<file path="src/pkg/plgate_params.svh">
// Constants for the pile-up and live-time gate logic
`ifndef PLGATE_PARAMS_SVH
`define PLGATE_PARAMS_SVH
`define PLGATE_CLK_MHZ         250
`define PLGATE_RATE_WIDTH_NS   100
`define PLGATE_RATE_CYCLES     ((`PLGATE_RATE_WIDTH_NS * `PLGATE_CLK_MHZ + 999) / 1000)
`define PLGATE_VETO_WIDTH_NS   100
`define PLGATE_VETO_CYCLES     ((`PLGATE_VETO_WIDTH_NS * `PLGATE_CLK_MHZ + 999) / 1000)
`define PLGATE_SYNC_STAGES     2
`endif

</file>
<file path="src/pkg/plgate_pkg.sv">
// Types for the pile-up and live-time gate logic
package plgate_pkg;
  typedef enum logic [2:0] {
    PLGATE_LT_IDLE  = 3'b001,
    PLGATE_LT_ARMED = 3'b010,
    PLGATE_LT_GATE  = 3'b100
  } plgate_lt_state_t;

  typedef struct packed {
    logic fast_arrival;
    logic slow_over;
    logic accept;
  } plgate_in_t;
endpackage

</file>
<file path="src/design/plgate_top.sv">
// Pile-up rejector and live-time gate logic
`timescale 1ns/100ps
`default_nettype none
`include "plgate_params.svh"
// -----------------------------------------------------------------------------
// Function
// - One count-rate pulse per fast discriminator arrival; arrivals within the pulse width merge into one pulse.
// - Busy stays high while slow discriminator is over threshold.
// - Busy is stretched to cover any pile-up inhibit.
// - Second arrival during busy retriggers busy and restarts the count pulse width.
// - First pulse sets pile-up flag; arrival while set raises inhibit.
// - After rejection and acceptance strobe, gate rises until next strobe.
// - Count-rate pulse lasts 25 cycles from the last arrival, nominally 100 ns.
// - Live-time gate is active high; high stops analyzer timer.
// -----------------------------------------------------------------------------
module plgate_top
  import plgate_pkg::*;
#(
  parameter int RATE_CYCLES = `PLGATE_RATE_CYCLES,
  parameter int VETO_CYCLES = `PLGATE_VETO_CYCLES
) (
  input  wire logic clk,
  input  wire logic rst,
  input  wire logic fast_arrival,
  input  wire logic slow_over,
  input  wire logic conversion_accept_strobe,
  output var  logic count_rate_pulse,
  output var  logic busy,
  output var  logic pileup_inhibit,
  output var  logic livetime_gate
);

  initial begin
    if (RATE_CYCLES < 1 || RATE_CYCLES > 255 || VETO_CYCLES < 1 || VETO_CYCLES > 255) begin
      $error("plgate_top: pulse widths must be 1..255 cycles");
    end
  end

  // ---------------------------------------------------------------------------
  // Input synchronisers
  // ---------------------------------------------------------------------------
  plgate_in_t sync1_reg;
  plgate_in_t sync2_reg;
  plgate_in_t prev_reg;
  plgate_in_t in_now;

  assign in_now = '{fast_arrival: fast_arrival, slow_over: slow_over,
                    accept: conversion_accept_strobe};

  // First stage is read only by the second stage
  always_ff @(posedge clk or posedge rst) begin
    if (rst) begin
      sync1_reg <= '0;
      sync2_reg <= '0;
      prev_reg  <= '0;
    end else begin
      sync1_reg <= in_now;
      sync2_reg <= sync1_reg;
      prev_reg  <= sync2_reg;
    end
  end

  logic arrival_rise;
  logic accept_rise;
  assign arrival_rise = sync2_reg.fast_arrival & ~prev_reg.fast_arrival;
  assign accept_rise  = sync2_reg.accept & ~prev_reg.accept;

  // ---------------------------------------------------------------------------
  // Count-rate pulse
  // ---------------------------------------------------------------------------
  logic [7:0] rate_cnt_reg;

  // Retrigger restarts the width so close arrivals merge; a known limitation
  always_ff @(posedge clk or posedge rst) begin
    if (rst) begin
      rate_cnt_reg     <= 8'h00;
      count_rate_pulse <= 1'b0;
    end else if (arrival_rise) begin
      rate_cnt_reg     <= 8'(RATE_CYCLES - 1);
      count_rate_pulse <= 1'b1;
    end else if (rate_cnt_reg != 8'h00) begin
      rate_cnt_reg <= rate_cnt_reg - 8'h01;
    end else begin
      count_rate_pulse <= 1'b0;
    end
  end

  // ---------------------------------------------------------------------------
  // Pile-up flag and inhibit
  // ---------------------------------------------------------------------------
  logic       pileup_flag_reg;
  logic [7:0] veto_cnt_reg;
  logic       reject_event;
  logic       busy_next;

  assign reject_event = arrival_rise & pileup_flag_reg;

  always_ff @(posedge clk or posedge rst) begin
    if (rst) begin
      pileup_flag_reg <= 1'b0;
    end else if (arrival_rise) begin
      pileup_flag_reg <= 1'b1;
    end else if (!busy_next) begin
      pileup_flag_reg <= 1'b0;
    end
  end

  always_ff @(posedge clk or posedge rst) begin
    if (rst) begin
      veto_cnt_reg   <= 8'h00;
      pileup_inhibit <= 1'b0;
    end else if (reject_event) begin
      veto_cnt_reg   <= 8'(VETO_CYCLES - 1);
      pileup_inhibit <= 1'b1;
    end else if (veto_cnt_reg != 8'h00) begin
      veto_cnt_reg <= veto_cnt_reg - 8'h01;
    end else if (!sync2_reg.slow_over) begin
      // Inhibit holds until the piled-up pulse falls below threshold
      pileup_inhibit <= 1'b0;
    end
  end

  // ---------------------------------------------------------------------------
  // Busy
  // ---------------------------------------------------------------------------
  assign busy_next = sync2_reg.slow_over | arrival_rise | reject_event
                   | (pileup_inhibit & (veto_cnt_reg != 8'h00 | sync2_reg.slow_over));

  always_ff @(posedge clk or posedge rst) begin
    if (rst) begin
      busy <= 1'b0;
    end else begin
      busy <= busy_next;
    end
  end

  // ---------------------------------------------------------------------------
  // Live-time gate
  // ---------------------------------------------------------------------------
  plgate_lt_state_t lt_state_reg;

  always_ff @(posedge clk or posedge rst) begin
    if (rst) begin
      lt_state_reg  <= PLGATE_LT_IDLE;
      livetime_gate <= 1'b0;
    end else begin
      unique case (lt_state_reg)
        PLGATE_LT_IDLE: begin
          if (reject_event) begin
            lt_state_reg <= PLGATE_LT_ARMED;
          end
        end
        PLGATE_LT_ARMED: begin
          if (accept_rise) begin
            lt_state_reg  <= PLGATE_LT_GATE;
            livetime_gate <= 1'b1;
          end
        end
        PLGATE_LT_GATE: begin
          if (accept_rise) begin
            // A rejection coinciding with the closing strobe re-arms so the loss is still paid for
            lt_state_reg  <= reject_event ? PLGATE_LT_ARMED : PLGATE_LT_IDLE;
            livetime_gate <= 1'b0;
          end else if (reject_event) begin
            lt_state_reg <= PLGATE_LT_GATE;
          end
        end
        default: begin
          lt_state_reg  <= PLGATE_LT_IDLE;
          livetime_gate <= 1'b0;
        end
      endcase
    end
  end

  // ---------------------------------------------------------------------------
  // Assertions
  // ---------------------------------------------------------------------------
  // Cycles since the last arrival, saturating; long widths need no deep repetition
  logic [8:0] rate_age_reg;

  always_ff @(posedge clk or posedge rst) begin
    if (rst) begin
      rate_age_reg <= 9'h1ff;
    end else if (arrival_rise) begin
      rate_age_reg <= 9'h001;
    end else if (rate_age_reg != 9'h1ff) begin
      rate_age_reg <= rate_age_reg + 9'h001;
    end
  end

  property p_rate_on_arrival;
    @(posedge clk) disable iff (rst) arrival_rise |=> count_rate_pulse;
  endproperty
  a_rate_on_arrival: assert property (p_rate_on_arrival) else $error("no count pulse");

  property p_rate_width;
    @(posedge clk) disable iff (rst)
      (rate_age_reg <= 9'(RATE_CYCLES)) |-> count_rate_pulse;
  endproperty
  a_rate_width: assert property (p_rate_width) else $error("count pulse short");

  property p_rate_ends;
    @(posedge clk) disable iff (rst)
      (rate_age_reg > 9'(RATE_CYCLES)) |-> !count_rate_pulse;
  endproperty
  a_rate_ends: assert property (p_rate_ends) else $error("count pulse long");

  property p_busy_over;
    @(posedge clk) disable iff (rst) sync2_reg.slow_over |=> busy;
  endproperty
  a_busy_over: assert property (p_busy_over) else $error("busy low over threshold");

  // Busy and inhibit fall on the same edge, so busy covers every inhibit cycle
  property p_busy_covers_veto;
    @(posedge clk) disable iff (rst) pileup_inhibit |-> busy;
  endproperty
  a_busy_covers_veto: assert property (p_busy_covers_veto) else $error("busy not stretched");

  property p_veto_on_pileup;
    @(posedge clk) disable iff (rst) reject_event |=> pileup_inhibit;
  endproperty
  a_veto_on_pileup: assert property (p_veto_on_pileup) else $error("no inhibit");

  property p_veto_cause;
    @(posedge clk) disable iff (rst) $rose(pileup_inhibit) |-> $past(reject_event);
  endproperty
  a_veto_cause: assert property (p_veto_cause) else $error("spurious inhibit");

  property p_gate_cause;
    @(posedge clk) disable iff (rst)
      $rose(livetime_gate) |-> $past(accept_rise) && $past(lt_state_reg) == PLGATE_LT_ARMED;
  endproperty
  a_gate_cause: assert property (p_gate_cause) else $error("gate without arming");

  property p_gate_hold;
    @(posedge clk) disable iff (rst) livetime_gate && !accept_rise |=> livetime_gate;
  endproperty
  a_gate_hold: assert property (p_gate_hold) else $error("gate dropped early");

  property p_gate_drop;
    @(posedge clk) disable iff (rst) livetime_gate && accept_rise |=> !livetime_gate;
  endproperty
  a_gate_drop: assert property (p_gate_drop) else $error("gate not dropped");

  property p_flag_clear;
    @(posedge clk) disable iff (rst) !busy_next && !arrival_rise |=> !pileup_flag_reg;
  endproperty
  a_flag_clear: assert property (p_flag_clear) else $error("flag stuck");

  c_pileup: cover property (@(posedge clk) disable iff (rst) reject_event);
  c_gate_on: cover property (@(posedge clk) disable iff (rst) $rose(livetime_gate));
  c_gate_off: cover property (@(posedge clk) disable iff (rst) $fell(livetime_gate));
  c_single: cover property (@(posedge clk) disable iff (rst) $fell(busy) && !pileup_inhibit);

endmodule // plgate_top
`default_nettype wire

</file>
<file path="config.mk">
export PLATFORM = sky130hd
export DESIGN_NAME = plgate_top
export DESIGN_NICKNAME = d
export VERILOG_FILES = /design/src/pkg/plgate_pkg.sv /design/src/design/plgate_top.sv
export VERILOG_INCLUDE_DIRS = /design/src /design/src/pkg
export SDC_FILE = /design/constraint.sdc
export NUM_CORES = 1
export LEC_CHECK = 0
export BUFFER_PORTS_ARGS = -buffer_cell sky130_fd_sc_hd__buf_4
export CAP_MARGIN = 10
export CORE_AREA = 2 2 61 63
export CTS_CLUSTER_SIZE = 28
export DETAILED_ROUTE_END_ITERATION = 10
export DIE_AREA = 0 0 63 65
export SLEW_MARGIN = 20
export SYNTH_ARGS = -nofsm -noshare
export SYNTH_HDL_FRONTEND = slang
export SYNTH_SLANG_ARGS = --single-unit
</file>
<file path="constraint.sdc">
create_clock -name clk -period 2.1 [get_ports clk]
set_input_delay 0.315 -clock clk [delete_from_list [all_inputs] [get_ports clk]]
set_output_delay 0.315 -clock clk [all_outputs]
set_load 0.005 [all_outputs]
</file>
==> results of run 1 <==
## where the power goes
group          switching, W  internal (W)  total, W
logic              0.000286      0.000265  0.000551
clock network      0.000199      0.000159  0.000358
registers          0.000144      0.000753  0.000897
total              0.000629       0.00118   0.00181
## kinds of logic (layout without fill, tap and decap cells)
kind of cell    Yosys count  count (layout)  share of synthesized area [%]
compound gates           36              36                           15.6
fa+ha+maj                 3               3                           2.53
flops                    32              32                           54.0
xor+xnor                  1               1                          0.590
buf+inv                  12              25                           3.12
simple gates             55              55                           22.8
mux                       2               2                           1.35
## synthesized netlist by cell type, types with 3 or more instances
master	instances	area share (%)
sky130_fd_sc_hd__o21ai_0	10	3.4
sky130_fd_sc_hd__o211ai_1	3	1.5
sky130_fd_sc_hd__or2_2	3	1.3
sky130_fd_sc_hd__nand2b_1	7	3.0
sky130_fd_sc_hd__nand3_1	5	1.7
sky130_fd_sc_hd__nor2b_1	5	2.1
sky130_fd_sc_hd__or3_1	3	1.3
sky130_fd_sc_hd__inv_1	6	1.5
sky130_fd_sc_hd__nor3b_1	4	2.0
sky130_fd_sc_hd__dfrtp_1	31	52
sky130_fd_sc_hd__o31ai_1	3	1.5
sky130_fd_sc_hd__nor4_1	3	1.3
sky130_fd_sc_hd__nor2_1	4	1.0
sky130_fd_sc_hd__nand2_1	3	0.76
sky130_fd_sc_hd__or4_1	3	1.5
sky130_fd_sc_hd__nor3_1	7	2.4
sky130_fd_sc_hd__ha_1	3	2.5
sky130_fd_sc_hd__a21oi_1	9	3.0
sky130_fd_sc_hd__clkbuf_1	5	1.3
## metal layers
metal	wire length (um)	vias up
met4	22	0
li1	-	542
met3	69	2
met5	0	-
met2	1190	10
met1	1300	518
## layout make-up
class / instances / area (sq um) / area share [%]
multi-input combinational: 97 / 636 / 38.2
clock buffer: 6 / 51.3 / 3.08
timing repair buffer: 11 / 82.6 / 4.96
clock inverter: 2 / 10.0 / 0.602
sequential: 32 / 802 / 48.2
inverter: 6 / 22.5 / 1.35
tap: 48 / 60.1 / 3.61
## tightest hold or removal path, delay by kind of cell
kind / cells / cell delay, ps
buffers and inverters: 3 / 490
## final timing paths
kind	start	to	slack [ps]	cells past startpoint
worst min register to register	sync1_reg[0]	sync2_reg[0]	350	0
worst max-delay path	rate_cnt_reg[0]	rate_cnt_reg[1]	240	5
worst max register to register	rate_cnt_reg[0]	rate_cnt_reg[1]	240	5
min in group clk	fast_arrival	sync1_reg[2]	100	1
max in group asynchronous	rst	lt_state_reg[0]	1720	3
worst min-delay path	rst	lt_state_reg[1]	60	3
## stage by stage
step	util (%)	std cells
floorplan	-	141
global placement	45.8	194
detailed placement	45.8	194
CTS	47.6	202
global route	47.6	202
finish	47.6	202
==> results.txt, run 1 <==
----------------------------------------------------
[Status]
  Status ... finished, final reports clean

[STA]
  Total Negative Setup Slacks ... 0 ps
  Actual transition at the worst max-transition pin ... between 600 and 700 ps
  Maximum clock skew at final layout ... roughly 9.2 ps
  Hold Vio Cnt, Final ... 0
  # setup viols final ... 0
  Final count of pins violating max slew ... 0
  RSZ-0062 raised after global routing ... false
  Slew headroom ... between 50 and 60%
  Tcrit/Tclk final ... about nine tenths
  Crit path setup slack, layout ... ~240 ps
  Max Freq ... between 0.5 and 0.6 GHz
  Final-layout worst hold slack ... ~57 ps
  Min cycle time layout ... around 1900 ps

[Setup path]
  Cell Chain, Critical Path ... inv_1 > ha_1 > or4b_1 > or2_2 > a211oi_1
  Endpoint type of the worst setup path ... register
  Data required time of the critical path ... around 2300 ps
  Crit path buf inv count ... 1
  Worst setup path class ... reg2reg
  Category of cells accounting for the largest share of critical-path delay ... simple AND/OR/NAND/NOR gates
  CP max FO ... 7
  Worst-path cell with the longest stage delay ... sky130_fd_sc_hd__or4b_1
  Data arrival time at the worst-slack endpoint ... roughly 2100 ps
  Slowest cell delay on critical path ... ~480 ps
  Kind of start point of the critical path ... register

[Synth]
  Warnings, synthesis ... 0
  Syn avg cell area ... around 11 sq um
  Number of distinct standard cells referenced by the synthesized netlist ... 37
  Cell count after synthesis ... between 100 and 150
  Total nets after synthesis ... around 150
  Sequential-to-total area share from yosys stat ... roughly 54%
  Post-Synthesis Cell Area ... 0.00148 sq mm
  Flip-flop and latch count after synthesis ... 32
  Async set-reset flop share out of synthesis ... 100%
  Ys flop type ... sky130_fd_sc_hd__dfrtp_1
  Number of enable flip-flop cells after synthesis ... 0

[GRT]
  GRT met2 Usage ... about a quarter
  Met1 global-route usage ... a little under a fifth
  Grt total ovfl ... 0
  Overall fraction of global-route tracks in use ... between 10% and 20%
  Antenna violations before repair ... 0
  Most heavily used metal layer in global routing ... met2
  Global-route wire length before repair ... 4800 um
  Number of global-route vias before repair ... around 1,100
  Met3 demand-to-capacity share in global routing ... under 10%
  Pin count of the biggest net entering global routing ... 33

[Finish]
  Most frequent standard cell in the layout excluding fill and tap cells ... sky130_fd_sc_hd__dfrtp_1
  Area growth from synthesis to final layout ... 12.1%
  Total Nets Final ... between 150 and 200
  Design area ... ~0.0017 sq mm
  Share of cells above drive strength 1 ... between 15 and 20%
  Number of fillers in the final layout ... 338
  Leading cell types in the layout, fill and taps excluded ... sky130_fd_sc_hd__dfrtp_1 (31), sky130_fd_sc_hd__buf_4 (11), sky130_fd_sc_hd__o21ai_0 (10)
  Ant diodes ... 0

[Floorplan]
  Core area ... 0.00350 sq mm
  Die Y ... between 60 and 70 um
  Ports placed on the boundary ... 9
  Die Footprint ... ~0.0041 sq mm
  Starting density of the core ... ~42%
  Die Span X ... around 63 um
  Floorplan row count ... 22

[Place]
  DP Wirelength ... approximately 1800 um
  Number of port buffers ... 8
  Standard cell area after detailed placement ... roughly 0.0016 sq mm
  Pre-CTS setup slack ... 270 ps
  Weighted congestion at the end of routability-driven global placement ... 0.794

[Run]
  Number of maximum-capacitance constraint violations ... 0

[Power]
  PwrDens ... between 1000 and 1500 mW/mm^2
  Static power due to leakage ... just under 0.7 nW
  Power, Total ... around 0.0018 W
  Maximum resistive drop on vdd ... 569 uV

[Drt]
  Violation count after the first detailed-routing iteration ... 30
  Wire length per cell ... ~13 um
  Antenna Nets Post-Route ... 0
  Final Routed Wirelength ... approximately 2600 um
  Total number of vias ... approximately 1,100
  Remaining design rule violation count ... 0
  Average via count per standard cell ... approximately 5.3
  Length of the first detailed-routing pass in iterations ... 4

[Min path]
  Worst Hold Class ... in2async

[Clock tree]
  Hold_buf cts ... 0
  Root Buffer ... sky130_fd_sc_hd__clkbuf_4
  Register clock-pin slew on the reported worst setup and hold paths ... approximately 100 ps
  H-tree levels ... 2
  Resize count post-CTS ... 0
  Total clock buffers created by CTS ... 5
  Maximum count of clock buffers along a single path ... 2
  Clock latency on the worst-skew pair ... 320 ps
  Clock tree sinks ... 32
  Buffers inserted during post-CTS setup optimization ... 0
  TritonCTS clock tree ... done

----------------------------------------------------
Power figures use the tool's default switching activity.
==> run 2: changes to the inputs <==
RECOVER_POWER = 25   (was default)
==> run 2 against run 1 <==
Net effect:
- the run now ends with capacitance limit, slew limit left
- sequential power about the same
- register-to-register slack about the same
- combinational power about the same
==> results.txt, run 2 (synthesized netlist as in run 1, its figures left out) <==
----------------------------------------------------
[Setup path]
  Kind of start point of the critical path ... register
  Register-to-register path setup slack ... between 200 and 250 ps
  Data required time of the critical path ... 2340 ps
  Data arrival time at the worst-slack endpoint ... roughly 2100 ps
  Cell Chain, Critical Path ... inv_1 > ha_1 > or4b_1 > or2_2 > a211oi_1
  Worst-path cell with the longest stage delay ... sky130_fd_sc_hd__or4b_1
  Number of cells on the worst reg-to-reg path ... 5
  Critical Path Stages ... 5
  Endpoint type of the worst setup path ... register
  Category of cells accounting for the largest share of critical-path delay ... simple AND/OR/NAND/NOR gates
  Worst setup path class ... reg2reg
  Crit path buf inv count ... 1
  CP max FO ... 7
  Slowest cell delay on critical path ... approximately 480 ps

[Finish]
  Total Nets Final ... between 150 and 200
  Leading cell types in the layout, fill and taps excluded ... sky130_fd_sc_hd__dfrtp_1 (31), sky130_fd_sc_hd__o21ai_0 (10), sky130_fd_sc_hd__a21oi_1 (9), sky130_fd_sc_hd__clkbuf_4 (9)
  Share of cells above drive strength 1 ... 15.6%
  Sequential Area ... 802 sq um
  Area growth from synthesis to final layout ... 11.9%
  Number of fillers in the final layout ... between 300 and 400
  Fin cells ... ~200
  Ant diodes ... 0
  Most frequent standard cell in the layout excluding fill and tap cells ... sky130_fd_sc_hd__dfrtp_1
  Multi-input combinational cell area ... approximately 640 sq um

[Clock tree]
  Register clock-pin slew on the reported worst setup and hold paths ... roughly 100 ps
  Root Buffer ... sky130_fd_sc_hd__clkbuf_4
  Clock tree sinks ... 32
  Total clock buffers created by CTS ... 5
  H-tree levels ... 2
  Buffers inserted during post-CTS setup optimization ... 0
  TritonCTS clock tree ... done
  Resize count post-CTS ... 0
  Clock latency on the worst-skew pair ... 320 ps
  Maximum count of clock buffers along a single path ... 2
  Hold_buf cts ... 0

[Min path]
  Worst Hold Class ... in2reg
  Instance count along the most critical hold path ... 1

[STA]
  Total Negative Setup Slacks ... 0 ps
  Slew headroom ... -7.54%
  # setup viols final ... 0
  Hold Vio Cnt, Final ... 0
  Max Freq ... 0.537 GHz
  Maximum clock skew at final layout ... 9.18 ps
  Min cycle time layout ... 1860 ps
  Tcrit/Tclk final ... between 80% and 90%
  Final count of pins violating max slew ... 33
  RSZ-0062 raised after global routing ... false
  Actual transition at the worst max-transition pin ... between 1500 and 2000 ps

[Floorplan]
  Die Span X ... between 60 and 70 um
  Die Footprint ... roughly 0.0041 sq mm
  Starting density of the core ... around 42%
  Ports placed on the boundary ... 9
  Floorplan row count ... 22
  Die Y ... ~65 um
  Core area ... 0.00350 sq mm

[Drt]
  Average via count per standard cell ... roughly 5.3
  Total number of vias ... between 1,000 and 1,500
  Wire length per cell ... between 10 and 15 um
  Violation count after the first detailed-routing iteration ... 28
  Antenna Nets Post-Route ... 0
  Length of the first detailed-routing pass in iterations ... 4
  Final Routed Wirelength ... roughly 2600 um
  Remaining design rule violation count ... 0

[GRT]
  Pin count of the biggest net entering global routing ... 33
  Grt total ovfl ... 0
  Antenna violations before repair ... 0
  Overall fraction of global-route tracks in use ... between 15 and 20%
  Number of global-route vias before repair ... 1,053
  Global-route wire length before repair ... around 4800 um

[Place]
  DP Wirelength ... roughly 1800 um
  Number of port buffers ... 8
  Number of cells after detailed placement ... ~190
  Weighted congestion at the end of routability-driven global placement ... 0.794

[Run]
  Number of maximum-capacitance constraint violations ... 1

[Power]
  Static power due to leakage ... 0.677 nW
  Maximum resistive drop on vdd ... 569 uV
  PwrDens ... 1090 mW/mm^2

[Status]
  Failing checks ... capacitance limit, slew limit
  Status ... finished with violations

----------------------------------------------------
-- run 2: per-stage QoR --
stage / total power (W) / area (sq um) / hold WS, ps / setup slack (ps) / utilization, %
after floorplan: 0.00130 / 1480 / 331 / 287 / -
after global placement: 0.00144 / 1600 / 334 / 346 / 45.8
after detailed placement: 0.00146 / 1600 / 335 / 270 / 45.8
after CTS: 0.00183 / 1660 / 67.4 / 236 / 47.6
after global routing: 0.00197 / 1660 / 78.9 / 118 / 47.5
final: 0.00180 / 1660 / 119 / 239 / 47.5
-- run 2: layout make-up --
type / count / area share, %
Tap cell: 48 / 3.62
Sequential cell: 32 / 48.3
Inverter: 6 / 1.36
Clock buffer: 6 / 3.09
Timing Repair Buffer: 11 / 4.75
Clock inverter: 2 / 0.603
Multi-Input combinational cell: 97 / 38.3
-- run 2: final timing paths --
kind	from	end
max reg2reg	rate_cnt_reg[0]	rate_cnt_reg[1]
min in group asynchronous	rst	lt_state_reg[1]
max	rate_cnt_reg[0]	rate_cnt_reg[1]
max in group asynchronous	rst	prev_reg[2]
min reg2reg	sync1_reg[0]	sync2_reg[0]
min	fast_arrival	sync1_reg[2]
-- run 2: routing by layer --
layer  vias up  wire length, um  GRT usage (%)
met5         -                0              0
met4         0               22           5.83
met3         2               67           5.73
met2        10             1190           24.2
met1       520             1300           19.2
li1        542                -              -
-- run 2: power by group --
| group | internal [W] | switching (W) | total [W] | leakage (nW) |
|---|---|---|---|---|
| sequential | 0.000753 | 0.000144 | 0.000897 | 0.379 |
| clock | 0.000159 | 0.000199 | 0.000358 | 0.0380 |
| combinational | 0.000264 | 0.000286 | 0.000549 | 0.260 |
| total | 0.00118 | 0.000629 | 0.00180 | 0.677 |
-- run 2: worst reg2reg max path, delay by kind of cell, from the launching register on --
| family | cells | cell delay, ps |
|---|---|---|
| AND/OR/NAND/NOR | 2 | 780 |
| flip-flops | 1 | 430 |
| AO/OA/AOI/OAI | 1 | 250 |
| adder cells (fa/ha/maj) | 1 | 240 |
| buffers and inverters | 1 | 70 |
